**src/include/sac_pkg.sv**
```systemverilog
/*
 Constants for the successive-approximation converter control block.
 Assumes a 100 MHz peripheral clock and an 8-bit internal CPU bus.
*/
package sac_pkg;
	// ****************************************
	// Register addresses
	// ****************************************
	localparam logic [15:0] ADDR_MODE = 16'hFF8D;
	localparam logic [15:0] ADDR_RES_LO = 16'hFF06;
	localparam logic [15:0] ADDR_RES_HI = 16'hFF07;
	localparam logic [15:0] ADDR_RES_BYTE = 16'hFF08;
	localparam logic [15:0] ADDR_CHAN = 16'hFF09;
	localparam logic [15:0] ADDR_PINCFG = 16'hFF0A;
	localparam logic [15:0] ADDR_PFUNC = 16'hFF0B;
	localparam logic [15:0] ADDR_PDIR = 16'hFF0C;
	// ****************************************
	// Mode register fields and resets
	// ****************************************
	localparam int MODE_RUN_BIT = 7;
	localparam int MODE_CMP_BIT = 0;
	localparam int MODE_FR_LSB = 3;
	localparam logic [7:0] MODE_RESET = 8'h00;
	localparam logic [5:0] PINCFG_RESET = 6'h00;
	localparam logic [5:0] PFUNC_RESET = 6'h00;
	localparam logic [5:0] PDIR_RESET = 6'h3F;
	localparam logic [2:0] CHAN_RESET = 3'h0;
	// ****************************************
	// Timing
	// ****************************************
	localparam int CLK_MHZ = 100;
	localparam int SETTLE_NS = 1000;
	localparam int SETTLE_CYC = (SETTLE_NS * CLK_MHZ + 999) / 1000;
	localparam int RES_BITS = 10;
	localparam int SAMPLE_STEPS = 2;
	typedef enum logic [3:0] {
		ST_IDLE = 4'b0001,
		ST_SAMPLE = 4'b0010,
		ST_CONV = 4'b0100,
		ST_DONE = 4'b1000
	} sac_state_t;
endpackage

```
**src/core/sac_ctrl.sv**
```systemverilog
/*
 Controller of a 10-bit successive-approximation converter: mode
 register, approximation register, result registers, pin routing.
 Assumes a single-cycle CPU bus with a wait output, and a comparator
 that returns a digital decision in step with the clock.
*/
`timescale 1ns/1ns
module sac_ctrl
	import sac_pkg::*;
#(
	parameter int NPINS = 6
) (
	input wire logic CLK_SYS, // Peripheral clock
	input wire logic RSTN, // Async reset, low
	input wire logic [15:0] BUS_ADDR, // CPU address
	input wire logic BUS_WR, // Write strobe
	input wire logic BUS_RD, // Read strobe
	input wire logic [7:0] BUS_WDATA, // Write data
	output logic [7:0] BUS_RDATA, // Read data
	output logic BUS_WAIT, // Wait cycle
	input wire logic CMP_OUT, // Comparator decision
	output logic CMP_POWER, // Comparator powered
	output logic [9:0] DAC_CODE, // Resistor tap code
	output logic SH_TRACK, // Sample-hold tracking
	output logic [2:0] SH_CHANNEL, // Selected input
	output logic [NPINS-1:0] PIN_ANALOG, // Pin routed as analog
	output logic [NPINS-1:0] PIN_SEGMENT, // Pin as segment output
	output logic [NPINS-1:0] PIN_OE, // Port output enable
	output logic RESULT_INVALID, // Latest result unsettled
	output logic DONE_IRQ // Completion pulse
);
	// ****************************************
	// Registers
	// ****************************************
	logic [7:0] mode_r;
	logic [2:0] chan_r;
	logic [5:0] pincfg_r;
	logic [5:0] pfunc_r;
	logic [5:0] pdir_r;
	logic [9:0] sar_r;
	logic [9:0] result_r;
	logic [7:0] res_byte_r;
	logic [3:0] bit_r;
	logic [5:0] div_r;
	logic [1:0] samp_r;
	logic [7:0] settle_r;
	logic first_r;
	logic first_bad_r;
	logic wait_r;
	logic [7:0] rdata_r;
	logic done_r;
	logic inval_r;
	sac_state_t state_r;
	logic run;
	logic cmp_en;
	logic step;
	logic [5:0] div_max;
	logic [3:0] fr;
	logic wr_hit;
	logic rd_res;
	assign run = mode_r[MODE_RUN_BIT];
	assign cmp_en = mode_r[MODE_CMP_BIT];
	assign fr = mode_r[MODE_FR_LSB+3:MODE_FR_LSB];
	// ****************************************
	// Conversion clock divider
	// ****************************************
	always_comb begin
		if (fr[3]) begin
			div_max = 6'h0F;
		end else begin
			unique case (fr[2:0])
				3'h0: div_max = 6'h0B;
				3'h1: div_max = 6'h07;
				3'h2: div_max = 6'h05;
				3'h3: div_max = 6'h03;
				3'h4: div_max = 6'h02;
				default: div_max = 6'h01;
			endcase
		end
	end
	assign step = (div_r == div_max);
	always_ff @(posedge CLK_SYS or negedge RSTN) begin
		if (!RSTN) begin
			div_r <= 6'h00;
		end else if (state_r == ST_IDLE || step) begin
			div_r <= 6'h00;
		end else begin
			div_r <= div_r + 6'h01;
		end
	end
	// ****************************************
	// Register bus
	// ****************************************
	assign wr_hit = BUS_WR && !wait_r;
	assign rd_res = BUS_RD && (BUS_ADDR == ADDR_RES_LO || BUS_ADDR == ADDR_RES_HI
		|| BUS_ADDR == ADDR_RES_BYTE);
	always_ff @(posedge CLK_SYS or negedge RSTN) begin
		if (!RSTN) begin
			wait_r <= 1'b0;
		end else begin
			wait_r <= !wait_r && (rd_res || (BUS_WR && BUS_ADDR == ADDR_MODE));
		end
	end
	always_ff @(posedge CLK_SYS or negedge RSTN) begin
		if (!RSTN) begin
			mode_r <= MODE_RESET;
			chan_r <= CHAN_RESET;
			pincfg_r <= PINCFG_RESET;
			pfunc_r <= PFUNC_RESET;
			pdir_r <= PDIR_RESET;
		end else if (wr_hit) begin
			unique case (BUS_ADDR)
				ADDR_MODE: mode_r <= BUS_WDATA;
				ADDR_CHAN: chan_r <= BUS_WDATA[2:0];
				ADDR_PINCFG: pincfg_r <= BUS_WDATA[5:0];
				ADDR_PFUNC: pfunc_r <= BUS_WDATA[5:0];
				ADDR_PDIR: pdir_r <= BUS_WDATA[5:0];
				default: ;
			endcase
		end
	end
	always_ff @(posedge CLK_SYS or negedge RSTN) begin
		if (!RSTN) begin
			rdata_r <= 8'h00;
		end else if (BUS_RD) begin
			unique case (BUS_ADDR)
				ADDR_MODE: rdata_r <= mode_r;
				ADDR_RES_HI: rdata_r <= result_r[9:2];
				ADDR_RES_LO: rdata_r <= {result_r[1:0], 6'h00};
				ADDR_RES_BYTE: rdata_r <= res_byte_r;
				ADDR_CHAN: rdata_r <= {5'h00, chan_r};
				ADDR_PINCFG: rdata_r <= {2'h0, pincfg_r};
				ADDR_PFUNC: rdata_r <= {2'h0, pfunc_r};
				ADDR_PDIR: rdata_r <= {2'h0, pdir_r};
				default: rdata_r <= 8'h00;
			endcase
		end
	end
	// ****************************************
	// Comparator settling
	// ****************************************
	always_ff @(posedge CLK_SYS or negedge RSTN) begin
		if (!RSTN) begin
			settle_r <= 8'h00;
		end else if (!(cmp_en || run)) begin
			settle_r <= 8'h00;
		end else if (settle_r != 8'(SETTLE_CYC)) begin
			settle_r <= settle_r + 8'h01;
		end
	end
	// ****************************************
	// Conversion sequencer
	// ****************************************
	always_ff @(posedge CLK_SYS or negedge RSTN) begin
		if (!RSTN) begin
			state_r <= ST_IDLE;
			sar_r <= 10'h000;
			bit_r <= 4'h0;
			samp_r <= 2'h0;
			first_r <= 1'b1;
			first_bad_r <= 1'b0;
		end else if (!run) begin
			state_r <= ST_IDLE;
			first_r <= 1'b1;
		end else begin
			unique case (state_r)
				ST_IDLE: begin
					state_r <= ST_SAMPLE;
					samp_r <= 2'h0;
					first_bad_r <= first_r && (settle_r != 8'(SETTLE_CYC));
				end
				ST_SAMPLE: if (step) begin
					if (samp_r == 2'(SAMPLE_STEPS - 1)) begin
						state_r <= ST_CONV;
						sar_r <= 10'h200;
						bit_r <= 4'd9;
					end else begin
						samp_r <= samp_r + 2'h1;
					end
				end
				ST_CONV: if (step) begin
					sar_r[bit_r] <= CMP_OUT;
					if (bit_r == 4'h0) begin
						state_r <= ST_DONE;
					end else begin
						sar_r[bit_r - 4'h1] <= 1'b1;
						bit_r <= bit_r - 4'h1;
					end
				end
				ST_DONE: begin
					state_r <= ST_SAMPLE;
					samp_r <= 2'h0;
					first_r <= 1'b0;
					first_bad_r <= 1'b0;
				end
				default: state_r <= ST_IDLE;
			endcase
		end
	end
	// ****************************************
	// Results and interrupt
	// ****************************************
	always_ff @(posedge CLK_SYS or negedge RSTN) begin
		if (!RSTN) begin
			result_r <= 10'h000;
			res_byte_r <= 8'h00;
			done_r <= 1'b0;
			inval_r <= 1'b0;
		end else begin
			done_r <= 1'b0;
			if (run && state_r == ST_DONE) begin
				result_r <= sar_r;
				res_byte_r <= sar_r[9:2];
				done_r <= 1'b1;
				inval_r <= first_bad_r;
			end
		end
	end
	// ****************************************
	// Pin and analog outputs
	// ****************************************
	always_ff @(posedge CLK_SYS or negedge RSTN) begin
		if (!RSTN) begin
			CMP_POWER <= 1'b0;
			DAC_CODE <= 10'h000;
			SH_TRACK <= 1'b0;
			SH_CHANNEL <= CHAN_RESET;
			PIN_ANALOG <= '0;
			PIN_SEGMENT <= '0;
			PIN_OE <= '0;
		end else begin
			CMP_POWER <= cmp_en || run;
			DAC_CODE <= sar_r;
			SH_TRACK <= run && state_r == ST_SAMPLE;
			SH_CHANNEL <= chan_r;
			for (int i = 0; i < NPINS; i++) begin
				PIN_ANALOG[i] <= !pincfg_r[i] && run && (chan_r == 3'(i));
				PIN_SEGMENT[i] <= pfunc_r[i] && pincfg_r[i];
				PIN_OE[i] <= pincfg_r[i] && !pfunc_r[i] && !pdir_r[i];
			end
		end
	end
	assign BUS_RDATA = rdata_r;
	assign BUS_WAIT = wait_r;
	assign RESULT_INVALID = inval_r;
	assign DONE_IRQ = done_r;
	// ****************************************
	// Assertions
	// ****************************************
	a_done_updates: assert property (@(posedge CLK_SYS) disable iff (!RSTN)
		DONE_IRQ |-> result_r == $past(sar_r)) else $error("result not loaded");
	a_byte_matches: assert property (@(posedge CLK_SYS) disable iff (!RSTN)
		DONE_IRQ |-> res_byte_r == result_r[9:2]) else $error("byte mismatch");
	a_abort_quiet: assert property (@(posedge CLK_SYS) disable iff (!RSTN)
		!run |=> !DONE_IRQ) else $error("irq after abort");
	a_wait_read: assert property (@(posedge CLK_SYS) disable iff (!RSTN)
		rd_res && !wait_r |=> BUS_WAIT) else $error("no read wait");
	a_wait_write: assert property (@(posedge CLK_SYS) disable iff (!RSTN)
		BUS_WR && BUS_ADDR == ADDR_MODE && !wait_r |=> BUS_WAIT ##1 !BUS_WAIT)
		else $error("no write wait");
	a_msb_first: assert property (@(posedge CLK_SYS) disable iff (!RSTN)
		state_r == ST_SAMPLE ##1 state_r == ST_CONV |-> bit_r == 4'd9)
		else $error("not msb first");
	a_irq_pulse: assert property (@(posedge CLK_SYS) disable iff (!RSTN)
		DONE_IRQ |=> !DONE_IRQ) else $error("irq not pulse");
	a_cmp_off: assert property (@(posedge CLK_SYS) disable iff (!RSTN)
		!cmp_en && !run |=> !CMP_POWER) else $error("comparator powered");
	a_low_zero: assert property (@(posedge CLK_SYS) disable iff (!RSTN)
		BUS_RD && BUS_ADDR == ADDR_RES_LO |=> BUS_RDATA[5:0] == 6'h00)
		else $error("low bits nonzero");
	a_hold_conv: assert property (@(posedge CLK_SYS) disable iff (!RSTN)
		state_r == ST_CONV |=> !SH_TRACK) else $error("tracking during conversion");
	a_high_byte: assert property (@(posedge CLK_SYS) disable iff (!RSTN)
		BUS_RD && BUS_ADDR == ADDR_RES_HI |=> BUS_RDATA == $past(result_r[9:2]))
		else $error("high byte wrong");
	a_first_flag: assert property (@(posedge CLK_SYS) disable iff (!RSTN)
		state_r == ST_IDLE && run && settle_r != 8'(SETTLE_CYC) |=> first_bad_r)
		else $error("unsettled start not flagged");
endmodule

```
**config.mk**
```make
export PLATFORM = sky130hd
export DESIGN_NAME = sac_ctrl
export DESIGN_NICKNAME = d
export VERILOG_FILES = /design/src/include/sac_pkg.sv /design/src/core/sac_ctrl.sv
export SDC_FILE = /design/constraint.sdc
export NUM_CORES = 1
export LEC_CHECK = 0
export BUFFER_PORTS_ARGS = -buffer_cell sky130_fd_sc_hd__buf_4
export CAP_MARGIN = 20
export CORE_MARGIN = 1.5
export CORE_UTILIZATION = 61
export CTS_CLUSTER_SIZE = 10
export DETAILED_ROUTE_END_ITERATION = 10
export PLACE_DENSITY = 0.81
export SLEW_MARGIN = 20
export SYNTH_ARGS = -nofsm -noshare
export SYNTH_HDL_FRONTEND = slang
export SYNTH_SLANG_ARGS = --single-unit
```
**constraint.sdc**
```tcl
create_clock -name CLK_SYS -period 3.9 [get_ports CLK_SYS]
set_input_delay 0.195 -clock CLK_SYS [delete_from_list [all_inputs] [get_ports CLK_SYS]]
set_output_delay 0.195 -clock CLK_SYS [all_outputs]
set_load 0.02 [all_outputs]
```
== After elaboration in Yosys (flattened, before gate mapping) ==
Index checks and enable logic that the tools add are counted.
Widths: inputs -> output; s select.
Storage, ports and cells
  word-level logic and storage cells: 184
  output and inout bits: 44
  bits in registers: 127
Cells by class
  multiplexer cells: 34
  add/subtract/negate cells: 4
  reductions and logical operators: 80
  equality and inequality tests: 35
  order comparisons: 4
  bitwise gates (word level): 1
Operator list (number)
  $eq 16x16->1 const B: 8
  $pmux 8 s8: 1
  $mux 10: 4
  $logic_and 1x1->1: 39
  $mux 4: 9
  $pmux 10 s2: 1
  $pmux 4 s5: 1
  $logic_not 1->1: 19
  $mux 8: 2
  $eq 3x2->1 const B: 4
  $mux 6: 2
  $ne 2x2->1 const B: 6
  $ne 3x3->1 const B: 4
  $pmux 4 s3: 1
  $reduce_and 2->1: 6
  $bwmux 10: 1
  $lt 4x5->1 const B: 2
  $or 10x10->10: 1
  $eq 3x3->1 const B: 3
  $add 8x1->8 const B: 1
  $demux 1 s4: 2
  $ge 4x1->1 const B: 2
  $ne 8x7->1 const B: 1
  $pmux 4 s2: 1
  other kinds (23): 37

== Longest topological paths before layout ==
Gate-level depths: netlist of run 1.
  depth in word-level cells: 9
  mapped depth: 8
  depth with buffers taken out: 8

== Worst setup path after synthesis of run 1 ==
Ideal clock, no wire load.
  path kind: input-to-reg
  start point: in BUS_ADDR[6]
  end point: reg mode_r[0]
  arrival time: 1.861 ns
  stages: 5
  slack: 1.914 ns
  setup time: 0.125 ns
  buffers on the path: 1
  required time: 3.775 ns
  cells stage by stage: or3b_1 -> clkbuf_2 -> or4b_1 -> nor3_4 -> mux2_2
Between the ends
  cells in the longest elaborated chain, start to end: 2
Ends and longest elaborated chain
  start: declaration: RTL line sac_ctrl.sv:15  | input wire logic [15:0] BUS_ADDR,
  $eq 16x16->1: RTL line sac_ctrl.sv:112  | unique case (BUS_ADDR)
  $reduce_and 2->1 (no source line)
  end signal: assignment: RTL line sac_ctrl.sv:106  | mode_r <= MODE_RESET;
  end signal: assignment: RTL line sac_ctrl.sv:113  | ADDR_MODE: mode_r <= BUS_WDATA;
  end: declaration: RTL line sac_ctrl.sv:35  | logic [7:0] mode_r;
No other way between the ends.
A chain may end at the register's enable or synchronous reset.

== Worst setup path in the final report of run 1 ==
  start point: reg mode_r[3]
  end point: reg div_r[0]
Between the ends
  cells in the longest elaborated chain, start to end: 6
  elaborated cells between the ends (all ways): 10
  those cells by class: eq/ne (5); mux (3); reduce/logical (2)
Ends and longest elaborated chain
  $eq 3x3->1 (tied with other cells): RTL line sac_ctrl.sv:71  | unique case (fr[2:0])
  $pmux 4 s5 *: RTL line sac_ctrl.sv:71
  $mux 6 *: RTL line sac_ctrl.sv:68  | if (fr[3]) begin
  $eq 6x6->1 *: RTL line sac_ctrl.sv:81  | assign step = (div_r == div_max);
  $logic_or 1x1->1 *: RTL line sac_ctrl.sv:85  | end else if (state_r == ST_IDLE || step) begin
  $mux 6 *: RTL line sac_ctrl.sv:85
  end signal: assignment: RTL line sac_ctrl.sv:88  | div_r <= div_r + 6'h01;
  end: declaration: RTL line sac_ctrl.sv:44  | logic [5:0] div_r;
Every way passes the cells marked *; elsewhere a longest branch is shown, timed or not.

==> impl_summary.log, run 1 <==
INFO  metric run_status = finished, final reports clean
INFO  metric met2_wirelength = 6920 um
INFO  metric placeableCoreArea = 8760 sq um
INFO  metric port_buf_inserts = 72
INFO  metric antenna_cells_inserted = 0
INFO  metric detailedPlace.worstSlack = 1.49 ns
INFO  metric synth-edff-count = 0
INFO  metric design.final.nets = 651
INFO  metric cts_made_buffers = 17
INFO  metric power.leakage = 3.20 nW
INFO  metric avg_synthesized_cell_area = 10.5 sq um
INFO  metric clock_tree.root_cell = sky130_fd_sc_hd__clkbuf_8
INFO  metric grt_overflow_total = 0
INFO  metric timing.max_slew.rel_slack = 32.2%
INFO  metric place.detailed.hpwl = 9400 um
INFO  metric wirelength = 13500 um
INFO  metric cap_violations = 0
INFO  metric synth.ff_latch_count = 119
INFO  metric final_antenna_net_count = 0
INFO  metric grt_start_max_net_pins = 62
INFO  metric detailroute.via_count = 4501
INFO  metric power.share.switching = 30.7%
INFO  metric std_cell_rows = 34
INFO  metric clk_transition_reported_paths = 0.05 ns
INFO  metric synth.top_cells.by_area = sky130_fd_sc_hd__dfrtp_1, sky130_fd_sc_hd__mux2_2, sky130_fd_sc_hd__nand2_1
INFO  metric grt_usage = 29.4%
INFO  metric class_of_the_most_critical_setup_path = register to register
INFO  metric postSynthCellCount = 529
INFO  metric finalHoldViolCount = 0
INFO  metric synth_top_area_cell = sky130_fd_sc_hd__dfrtp_1
INFO  metric gp_routability_congestion = 0.893
INFO  metric finalSetupViolations = 0
INFO  metric fin_skew = 0.00642 ns
INFO  metric timing.final.crit_period = 2.46 ns
INFO  metric drive_gt1_share = 24.9%
INFO  metric reg2reg_slack = 1.44 ns
INFO  metric synth.distinct_cells = 64
INFO  metric setup_ws = 1.44 ns
INFO  metric synth.cell_area = 5560 sq um
INFO  metric cts_num_sinks = 119
INFO  metric powerDensity = 556 nW/um^2
INFO  metric floorplan.die.height = 98.5 um
INFO  metric intPower = 2.64 mW
INFO  metric first_global_vias = 4541
INFO  metric seq_area_frac_synth = 53.7%
INFO  metric post_syn_nets = 567
INFO  metric fmaxAchievable = 0.406 GHz
INFO  metric ys_async_sr_fraction = 100%
INFO  metric drt-vias-per-instance = 6.13
INFO  metric net-switching-power = 1.17 mW
INFO  metric met1Wirelength = 5400 um
INFO  metric clk_latency = 0.52 ns
INFO  metric drc = 0
INFO  metric drt-pass1-iter-count = 6
INFO  metric ys.warnings.count = 0
INFO  metric hold_path.class = primary input to register
INFO  metric peakVddDrop = 466 uV
INFO  metric cp-end-kind = register
INFO  metric antenna_violations_before_repair = 0
INFO  metric initial_core_utilization = 63.4%
INFO  metric final_max_slew_viol_count = 0
INFO  metric grt_setup_unrepaired = false
INFO  metric route.detailed.wl_per_inst = 18.4 um
INFO  metric cts_tree = done
INFO  metric p_comb_share = 19.5%
INFO  metric fin_setup_tns = 0 ns
INFO  metric share_clk_of_total_power = 39.7%
INFO  metric critical_path.startpoint_type = register
INFO  metric cts_max_level = 4
INFO  metric grt_first_pass_wirelength = 22300 um
INFO  metric netlist_top_cells_count = sky130_fd_sc_hd__dfrtp_1, sky130_fd_sc_hd__nand2_1, sky130_fd_sc_hd__nor2_1, sky130_fd_sc_hd__mux2_2, sky130_fd_sc_hd__o21ai_0
INFO  metric die_width = 98.5 um
INFO  metric drtIter0Drc = 268
INFO  metric synthDominantCellAreaShare = 50.0%
INFO  metric timing.critical_path.required = 4.33 ns
INFO  metric routed-wl-met3 = 787 um
INFO  metric tightest_slew = 1.00 ns
INFO  metric clock_tree.buffer_depth = 2
INFO  metric critical_path.max_fanout = 14
INFO  metric io-pin-count = 73
INFO  metric die-area = 9700 sq um
INFO  metric num-fill-cells = 552
INFO  metric synthMostInstantiatedCell = sky130_fd_sc_hd__dfrtp_1
INFO  metric cp.arrival = 2.90 ns
INFO  metric ys.flop_type = sky130_fd_sc_hd__dfrtp_1
INFO  metric maxUsedRoutingLayer = met4
INFO  metric cts_repair_resize_count = 0
INFO  metric syn_to_final_growth = 23.2%
INFO  metric timing.final.crit_share = 63.1%
INFO  metric seqPwrFrac = 40.7%
==> critical path: stages, from the launching register on <==
cell and delay [ns]:
sky130_fd_sc_hd__dfrtp_1 0.49, sky130_fd_sc_hd__and2_1 0.21, sky130_fd_sc_hd__o311ai_0 0.34, sky130_fd_sc_hd__o211ai_1 0.19, sky130_fd_sc_hd__o21ai_1 0.56, sky130_fd_sc_hd__o41ai_1 0.39, sky130_fd_sc_hd__nor2_1 0.20
==> worst paths after layout <==
kind                            from     endpoint  depth (start not counted)
setup / recovery           mode_r[3]     div_r[0]                          6
hold / removal               CMP_OUT     sar_r[9]                          3
setup reg to reg           mode_r[3]     div_r[0]                          6
hold reg to reg             sar_r[1]  DAC_CODE[1]                          0
max in group asynchronous       RSTN      first_r                          3
min in group asynchronous       RSTN    PIN_OE[3]                          2
==> power by group through the flow <==
stage               sequential, mW  combinational, mW  clock (mW)
floorplan                     1.54              0.491           0
global placement              1.56              0.709           0
detailed placement            1.57              0.727           0
CTS                           1.55              0.745        1.52
global route                  1.57              0.828        1.58
finish                        1.55              0.744        1.52
==> routing by layer <==
| layer | vias up | track usage, % |
|---|---|---|
| met5 | - | 0 |
| met4 | 0 | 14.5 |
| met3 | 43 | 6.31 |
| met2 | 195 | 50.7 |
| met1 | 2198 | 34.9 |
| li1 | 2065 | - |
==> flip-flops by register name, indices dropped and copies added, names as in the netlist, 2 cells and up <==
register and flops:
BUS_RDATA 8, DAC_CODE 10, PIN_ANALOG 6, PIN_OE 6, PIN_SEGMENT 6, SH_CHANNEL 3, bit_r 4, chan_r 3
div_r 6, mode_r 8, pdir_r 6, pfunc_r 6, pincfg_r 6, result_r 10, samp_r 2, sar_r 10
settle_r 8, state_r 4
==> layout by cell type, fill, tap and decap left out, types with 4 or more instances in the layout <==
cell type,synthesis,routed
sky130_fd_sc_hd__buf_4,0,74
sky130_fd_sc_hd__dfrtp_1,111,111
sky130_fd_sc_hd__ha_1,9,9
sky130_fd_sc_hd__nand3_1,11,11
sky130_fd_sc_hd__dlygate4sd3_1,0,10
sky130_fd_sc_hd__o21a_1,4,4
sky130_fd_sc_hd__a22oi_1,4,4
sky130_fd_sc_hd__mux2_2,31,31
sky130_fd_sc_hd__dfstp_2,8,8
sky130_fd_sc_hd__a32oi_1,5,5
sky130_fd_sc_hd__o31ai_1,6,6
sky130_fd_sc_hd__nand2b_1,5,5
sky130_fd_sc_hd__or3_1,8,8
sky130_fd_sc_hd__a31oi_1,6,6
sky130_fd_sc_hd__xor2_1,6,6
sky130_fd_sc_hd__a21oi_1,21,21
sky130_fd_sc_hd__nor3b_1,10,10
sky130_fd_sc_hd__clkinvlp_4,0,6
sky130_fd_sc_hd__clkbuf_16,0,16
sky130_fd_sc_hd__nor3_1,13,13
sky130_fd_sc_hd__nand2_1,72,72
sky130_fd_sc_hd__o21ai_0,29,29
sky130_fd_sc_hd__nor2_1,35,35
sky130_fd_sc_hd__nor2b_1,5,5
sky130_fd_sc_hd__and2_1,11,11
sky130_fd_sc_hd__nand4b_1,4,4
sky130_fd_sc_hd__or4b_2,4,4
sky130_fd_sc_hd__o211ai_1,5,5
sky130_fd_sc_hd__o22ai_1,7,7
sky130_fd_sc_hd__inv_1,23,23
==> cells by family after synthesis <==
| family | share of synthesized area, % |
|---|---|
| compound gates | 13.1 |
| xor+xnor | 1.42 |
| fa+ha+maj | 2.03 |
| buf+inv | 2.95 |
| flops | 53.7 |
| mux | 6.82 |
| simple gates | 20.0 |
==> area by class of cell <==
cell class	instances	area, sq um	area share [%]
Timing Repair Buffer	84	656	9.57
Tap cell	108	135	1.97
Clock buffer	20	425	6.21
Clock inverter	12	154	2.25
Inverter	23	86.3	1.26
Multi-Input combinational cell	368	2410	35.1
Sequential cell	119	2990	43.6
==> per-stage QoR <==
| stage | power (mW) | instance area, sq um | instances | util, % | hold WS [ns] |
|---|---|---|---|---|---|
| 2_1_floorplan | 2.03 | 5560 | 529 | - | -0.101 |
| 3_3_place_gp | 2.27 | 6170 | 692 | 70.4 | 0.306 |
| 3_5_place_dp | 2.29 | 6170 | 692 | 70.4 | 0.309 |
| 4_1_cts | 3.82 | 6850 | 734 | 78.2 | 0.0536 |
| 5_1_grt | 3.98 | 6850 | 734 | 78.2 | 0.103 |
| 6_report | 3.81 | 6850 | 734 | 78.2 | 0.0709 |
==> repair_timing <==
item | CTS | global route
hold buffers | 10 | 0
buffers inserted | 0 | 0
hold endpoints to repair | 92 | 0
Power figures use the tool's default switching activity.
==> run 2, diff against run 1 <==
--- a/config.mk
+++ b/config.mk
@@ -8,10 +8,10 @@
 export BUFFER_PORTS_ARGS = -buffer_cell sky130_fd_sc_hd__buf_4
 export CAP_MARGIN = 20
 export CORE_MARGIN = 1.5
-export CORE_UTILIZATION = 61
+export CORE_UTILIZATION = 52
 export CTS_CLUSTER_SIZE = 10
 export DETAILED_ROUTE_END_ITERATION = 10
-export PLACE_DENSITY = 0.81
+export PLACE_DENSITY = 0.73
 export SLEW_MARGIN = 20
 export SYNTH_ARGS = -nofsm -noshare
 export SYNTH_HDL_FRONTEND = slang
==> constraint.sdc (replaced) <==
create_clock -name CLK_SYS -period 2.2 [get_ports CLK_SYS]
set_input_delay 0.11 -clock CLK_SYS [delete_from_list [all_inputs] [get_ports CLK_SYS]]
set_output_delay 0.11 -clock CLK_SYS [all_outputs]
set_load 0.02 [all_outputs]
==> run 2 against run 1 <==
  * Final area rose by 5.2%
  * Combinational power rose by 110%
  * Clock power rose by 100%
  * First-iteration DRC count fell by 1.5%
  * Critical path type unchanged
  * Largest cell class unchanged
  * Highest routed layer unchanged
==> impl_summary.log, run 2 (synthesized netlist as in run 1, its figures left out) <==
INFO  metric powerDensity = 1010 nW/um^2 (+81%)
INFO  metric routed-wl-met3 = 907 um (+15%)
INFO  metric top_flop_regs = DAC_CODE x10, result_r x10, sar_r x10
INFO  metric port_buf_inserts = 72 (unchanged)
INFO  metric met2_wirelength = 6780 um (-2.0%)
INFO  metric cp.arrival = 2.50 ns (-0.40 ns)
INFO  metric cpPeakStageDelay = 0.66 ns (+0.10 ns)
INFO  metric design.final.nets = 677 (+4.0%)
INFO  metric finish.cell_count_without_fillers = 788 (+7.4%)
INFO  metric critical_path.startpoint_type = register
INFO  metric grt_overflow_total = 0 (unchanged)
INFO  metric place.detailed.instances = 742 (+7.2%)
INFO  metric syn_to_final_growth = 29.6%
INFO  metric clk_transition_reported_paths = 0.06 ns (about the same)
INFO  metric critPathSlowestCell = sky130_fd_sc_hd__or4b_2
INFO  metric cts_made_buffers = 17 (unchanged)
INFO  metric critical_path.max_fanout = 8 (-6)
INFO  metric timing.final.crit_period = 2.05 ns (-0.408 ns)
INFO  metric gp_routability_congestion = 0.920 (+3.0%)
INFO  metric final_antenna_net_count = 0 (unchanged)
INFO  metric sequence_of_cells_on_the_critical_path = nor3b_1, a31oi_1, a31oi_2, o21ai_2, or4b_2, nand3_1
INFO  metric maxUsedRoutingLayer = met4
INFO  metric clk_latency = 0.52 ns (about the same)
INFO  metric clock_tree.buffer_depth = 2 (unchanged)
INFO  metric fin_setup_tns = 0 ns (unchanged)
INFO  metric power.leakage = 3.39 nW (+6.1%)
INFO  metric grt_setup_unrepaired = false
INFO  metric placeableCoreArea = 10400 sq um (+18%)
INFO  metric run_status = finished, final reports clean
INFO  metric cts_tree = done
INFO  metric timing.max_slew.rel_slack = 31.2% (-1.0 points)
INFO  metric antenna_violations_before_repair = 0 (unchanged)
INFO  metric tightest_slew = 1.02 ns (+0.0159 ns)
INFO  metric finalSetupViolations = 0 (unchanged)
INFO  metric cts_num_sinks = 119 (unchanged)
INFO  metric drtIter0Drc = 264 (-1.5%)
INFO  metric cap_violations = 0 (unchanged)
INFO  metric peakVddDrop = 740 uV (+59%)
INFO  metric drc = 0 (unchanged)
INFO  metric route.detailed.wl_per_inst = 17.3 um (-6.0%)
INFO  metric drt-pass1-iter-count = 5 (-1)
INFO  metric floorplan.die.height = 106 um (+8.1%)
INFO  metric clock_tree.root_cell = sky130_fd_sc_hd__clkbuf_8
INFO  metric drive_gt1_share = 28.7% (+3.8 points)
INFO  metric detailroute.via_count = 4539 (+0.84%)
INFO  metric drt-vias-per-instance = 5.76 (-6.1%)
INFO  metric layout_common_cells = sky130_fd_sc_hd__dfrtp_1, sky130_fd_sc_hd__buf_4, sky130_fd_sc_hd__nand2_1
INFO  metric hold_path.class = primary input to async pin
INFO  metric timing.final.crit_share = 93.3% (+30 points)
INFO  metric grt_first_pass_wirelength = 22400 um (+0.34%)
INFO  metric die_width = 106 um (+8.1%)
INFO  metric initial_core_utilization = 53.6% (-9.8 points)
INFO  metric io-pin-count = 73 (unchanged)
INFO  metric first_global_vias = 4503 (-0.84%)
INFO  metric wirelength = 13600 um (+0.90%)
INFO  metric grt_usage = 25.8% (-3.6 points)
INFO  metric fin_skew = 0.00771 ns (+0.00129 ns)
INFO  metric finalHoldViolCount = 0 (unchanged)
INFO  metric die-area = 11300 sq um (+17%)
INFO  metric place.detailed.hpwl = 9580 um (+1.9%)
INFO  metric cp-end-kind = register
INFO  metric final_common_cell = sky130_fd_sc_hd__dfrtp_1
INFO  metric fmaxAchievable = 0.487 GHz (+20%)
INFO  metric antenna_cells_inserted = 0 (unchanged)
INFO  metric met1Wirelength = 5680 um (+5.1%)
INFO  metric std_cell_rows = 37 (+8.8%)
INFO  metric timing.critical_path.required = 2.65 ns (-1.68 ns)
INFO  metric final_max_slew_viol_count = 0 (unchanged)
INFO  metric total_power = 7.25 mW (+90%)
INFO  metric cts_max_level = 4 (unchanged)
INFO  metric class_of_the_most_critical_setup_path = register to register
INFO  metric grt_start_max_net_pins = 42 (-32%)
==> run 2: cell count changes in the layout (fill, tap and decap cells not counted), sizes merged <==
cell	delta
clkinvlp	-5
clkbuf	+1
dlygate4sd3	+3
buf	+23
bufinv	+2
clkinv	+3
inv	-1
==> run 2: stage by stage <==
| stage | setup slack (ns) | utilization, % | area, sq um | hold slack (ns) |
|---|---|---|---|---|
| after global placement | 0.169 | 61.6 | 6390 | 0.128 |
| after detailed placement | 0.0796 | 61.6 | 6390 | 0.129 |
| after global routing | 0.0125 | 69.5 | 7210 | 0.0899 |
| after CTS | 0.0422 | 69.2 | 7180 | 0.0621 |
| final | 0.147 | 69.5 | 7210 | 0.114 |
| after floorplan | 0.299 | - | 5560 | -0.186 |
==> run 2: repair_timing <==
item / 4_1_cts / 5_1_grt
endpoints found under the hold margin: 81 / 0
gates resized for setup: 0 / 6
setup endpoints to repair: 0 / 18
hold buffers: 13 / 0
buffers inserted: 0 / 1
==> run 2: critical path: cells and delay by family (launching register included) <==
family,cells,cell delay (ns)
DFF,1,0.49
AOI/OAI and AO/OA,3,0.51
and+or+nand+nor,3,0.98
==> run 2: final timing paths <==
path	slack (ns)	depth (start not counted)	end	from
min in group CLK_SYS	0.11	5	BUS_WAIT	BUS_ADDR[2]
hold reg to reg	0.41	0	DAC_CODE[8]	sar_r[8]
hold / removal	0.11	2	pincfg_r[4]	RSTN
setup / recovery	0.15	6	samp_r[1]	mode_r[4]
max in group asynchronous	1.35	3	PIN_SEGMENT[2]	RSTN
setup reg to reg	0.15	6	samp_r[1]	mode_r[4]
==> run 2: metal layers <==
metal | GRT usage, % | vias to the layer above
met4 | 9.46 | 0
met5 | 0 | -
li1 | - | 2108
met1 | 32.1 | 2231
met2 | 43.2 | 175
met3 | 6.74 | 25
==> run 2: report_power, final <==
part	switching, mW	internal (mW)	leakage, nW
sequential	0.224	2.44	1.57
combinational	0.901	0.635	1.50
clock	0.972	2.08	0.324
==> run 2: cell type report <==
cell class / count / area, sq um
Multi-Input combinational cell: 368 / 2430
Tap cell: 136 / 170
Clock inverter: 11 / 194
Inverter: 23 / 86.3
Sequential cell: 119 / 2990
Fill cell: 785 / 3160
Timing Repair Buffer: 110 / 871
Clock buffer: 21 / 469
==> run 3, diff against run 2 <==
--- a/config.mk
+++ b/config.mk
@@ -7,8 +7,10 @@
 export LEC_CHECK = 0
 export BUFFER_PORTS_ARGS = -buffer_cell sky130_fd_sc_hd__buf_4
 export CAP_MARGIN = 20
+export CELL_PAD_IN_SITES_DETAIL_PLACEMENT = 0
+export CELL_PAD_IN_SITES_GLOBAL_PLACEMENT = 1
 export CORE_MARGIN = 1.5
-export CORE_UTILIZATION = 52
+export CORE_UTILIZATION = 41
 export CTS_CLUSTER_SIZE = 10
 export DETAILED_ROUTE_END_ITERATION = 10
 export PLACE_DENSITY = 0.73
==> run 3 against run 2 <==
  * First-iteration DRC count rose by 10%
  * Critical path type unchanged
  * Die area rose by 26%
  * Critical path depth did not move
  * Via count fell by 3.6%
  * Flip-flop and latch count did not move
  * Largest power group is now registers
  * Worst setup slack got worse by 0.026 ns
  * Global-route usage fell by 5.4 points
==> impl_summary.log, run 3 (synthesized netlist as in run 1, its figures left out) <==
INFO  metric grt_usage = 20.4% (-5.4 points)
INFO  metric finalHoldViolCount = 0 (unchanged)
INFO  metric class_of_the_most_critical_setup_path = register to register
INFO  metric die-area = 14300 sq um (+26%)
INFO  metric layout_common_cells = sky130_fd_sc_hd__dfrtp_1, sky130_fd_sc_hd__buf_4, sky130_fd_sc_hd__nand2_1
INFO  metric r2r_end = samp_r[1]
INFO  metric detailroute.via_count = 4377 (-3.6%)
INFO  metric cap_violations = 0 (unchanged)
INFO  metric gp_routability_congestion = 0.846 (-8.1%)
INFO  metric clk_transition_reported_paths = 0.06 ns (about the same)
INFO  metric power.leakage = 3.31 nW (-2.3%)
INFO  metric grt_overflow_total = 0 (unchanged)
INFO  metric sequence_of_cells_on_the_critical_path = xor2_1, a21oi_1, o211ai_1, o21ai_2, or4b_2, nand3_1
INFO  metric std_cell_rows = 42 (+14%)
INFO  metric wirelength = 13800 um (+1.1%)
INFO  metric run_status = finished, final reports clean
INFO  metric cp-end-kind = register
INFO  metric place.detailed.instances = 780 (+5.1%)
INFO  metric initial_core_utilization = 42.0% (-12 points)
INFO  metric grt_start_max_net_pins = 49 (+17%)
INFO  metric clock_tree.root_cell = sky130_fd_sc_hd__clkbuf_16
INFO  metric cts_tree = done
INFO  metric drt-vias-per-instance = 5.32 (-7.7%)
INFO  metric drtIter0Drc = 291 (+10%)
INFO  metric floorplan.die.height = 119 um (+12%)
INFO  metric clock_tree.buffer_depth = 2 (unchanged)
INFO  metric cpPeakStageDelay = 0.65 ns (about the same)
INFO  metric final_max_slew_viol_count = 0 (unchanged)
INFO  metric timing.hold.ws = 0.0750 ns (-0.0392 ns)
INFO  metric critical_path.startpoint_type = register
INFO  metric timing.hold.worst_endpoint = BUS_WAIT
INFO  metric tightest_slew = 0.716 ns (-0.302 ns)
INFO  metric drt-pass1-iter-count = 7 (+2)
INFO  metric finalSetupViolations = 0 (unchanged)
INFO  metric min_from = BUS_ADDR[7]
INFO  metric fin_setup_tns = 0 ns (unchanged)
INFO  metric peakVddDrop = 683 uV (-7.8%)
INFO  metric place.detailed.hpwl = 10100 um (+4.9%)
INFO  metric critical_path.max_fanout = 10 (+2)
INFO  metric cp.arrival = 2.43 ns (-0.07 ns)
INFO  metric critPathSlowestCell = sky130_fd_sc_hd__or4b_2
INFO  metric fmaxAchievable = 0.481 GHz (-1.2%)
INFO  metric grt_setup_unrepaired = false
INFO  metric cts_max_level = 4 (unchanged)
INFO  metric cts_made_buffers = 17 (unchanged)
INFO  metric fin_skew = 0.00672 ns (-0.000992 ns)
INFO  metric route.detailed.wl_per_inst = 16.7 um (-3.2%)
INFO  metric drc = 0 (unchanged)
INFO  metric worst_hold_path.num_cells = 4
INFO  metric final_cell_area = 7140 sq um (-0.92%)
INFO  metric final_common_cell = sky130_fd_sc_hd__dfrtp_1
INFO  metric finish.cell_count_without_fillers = 823 (+4.4%)
INFO  metric timing.max_slew.rel_slack = 51.9% (+21 points)
INFO  metric cp.buffers_inverters = 0 (unchanged)
INFO  metric antenna_cells_inserted = 0 (unchanged)
INFO  metric syn_to_final_growth = 28.4%
INFO  metric io-pin-count = 73 (unchanged)
INFO  metric timing.final.crit_share = 94.5% (+1.2 points)
INFO  metric timing.final.crit_period = 2.08 ns (+0.0258 ns)
INFO  metric antenna_violations_before_repair = 0 (unchanged)
INFO  metric powerDensity = 966 nW/um^2 (-4.0%)
INFO  metric port_buf_inserts = 72 (unchanged)
INFO  metric hold_path.class = primary input to register
INFO  metric die_width = 119 um (+12%)
INFO  metric worstRegToRegCells = 6 (unchanged)
INFO  metric top_flop_regs = DAC_CODE x10, result_r x10, sar_r x10
INFO  metric cts_num_sinks = 119 (unchanged)
INFO  metric cp_top_family = simple AND/OR/NAND/NOR gates
INFO  metric postPlaceCellArea = 6420 sq um (+0.55%)
INFO  metric reg2reg_slack = 0.12 ns (-0.03 ns)
INFO  metric drive_gt1_share = 28.6% (-0.087 points)
INFO  metric design.final.nets = 672 (-0.74%)
INFO  metric grt_first_pass_wirelength = 22800 um (+1.7%)
INFO  metric worst-path-stages = 6 (unchanged)
INFO  metric timing.critical_path.required = 2.55 ns (-0.10 ns)
INFO  metric reg2reg_from = mode_r[3]
INFO  metric clk_latency = 0.41 ns (-0.11 ns)
INFO  metric first_global_vias = 4383 (-2.7%)
INFO  metric final_antenna_net_count = 0 (unchanged)
INFO  metric placeableCoreArea = 13200 sq um (+28%)
==> run 3: changes by cell type in the layout (fill, tap and decap cells not counted), sizes merged <==
cell         delta
dlygate4sd3     -3
bufinv          -3
inv             +1
buf             -2
clkbuf          -3
clkinvlp        +5
==> run 3: worst max-delay path by stage <==
stage	from	end	slack [ns]
floorplan	BUS_ADDR[6]	mode_r[0]	0.30
global placement	BUS_ADDR[6]	mode_r[1]	0.15
detailed placement	mode_r[3]	samp_r[1]	0.07
CTS	mode_r[3]	samp_r[1]	0.05
global route	mode_r[3]	samp_r[1]	0.03
finish	mode_r[3]	samp_r[1]	0.12
==> run 3: layer usage <==
metal	wire length [um]	global-route usage, %	vias up	part of all wire (%)
met2	6840	33.9	105	50
met3	556	4.45	25	4.0
met1	6030	25.8	2147	44
li1	-	-	2100	-
met4	328	8.71	0	2.4
met5	0	0	-	0
==> run 3: worst register-to-register path: stages, from the launching register on <==
cell	delay (ns)
sky130_fd_sc_hd__dfrtp_1	0.53
sky130_fd_sc_hd__xor2_1	0.18
sky130_fd_sc_hd__a21oi_1	0.09
sky130_fd_sc_hd__o211ai_1	0.29
sky130_fd_sc_hd__o21ai_2	0.17
sky130_fd_sc_hd__or4b_2	0.65
sky130_fd_sc_hd__nand3_1	0.10
==> run 3: report_power, final <==
part           internal [mW]  total [mW]  switching (mW)
Clock                   1.70        2.72            1.02
Combinational          0.614        1.46           0.842
Sequential              2.44        2.72           0.280
==> run 3: area by class of cell <==
class / count / area (sq um)
inverters: 23 / 86.3
flip-flops and latches: 119 / 2990
multi-input cells: 368 / 2430
fillers: 1204 / 6100
well taps: 176 / 220
clock inverters: 14 / 153
repair buffers: 105 / 826
clock buffers: 18 / 439
==> run 3: repair_timing <==
item | CTS | global route
gates resized for setup | 0 | 5
hold buffers | 10 | 0
hold endpoints to repair | 62 | 0
endpoints found under the setup margin | 0 | 16
buffers inserted | 0 | 1
==> run 3: stage by stage <==
| step | worst slack [ns] | utilization, % | power [mW] |
|---|---|---|---|
| global route | 0.0330 | 53.9 | 7.26 |
| CTS | 0.0524 | 53.7 | 6.93 |
| floorplan | 0.299 | - | 3.60 |
| finish | 0.122 | 53.9 | 6.90 |
| detailed placement | 0.0691 | 48.5 | 4.18 |
| global placement | 0.150 | 48.5 | 4.15 |
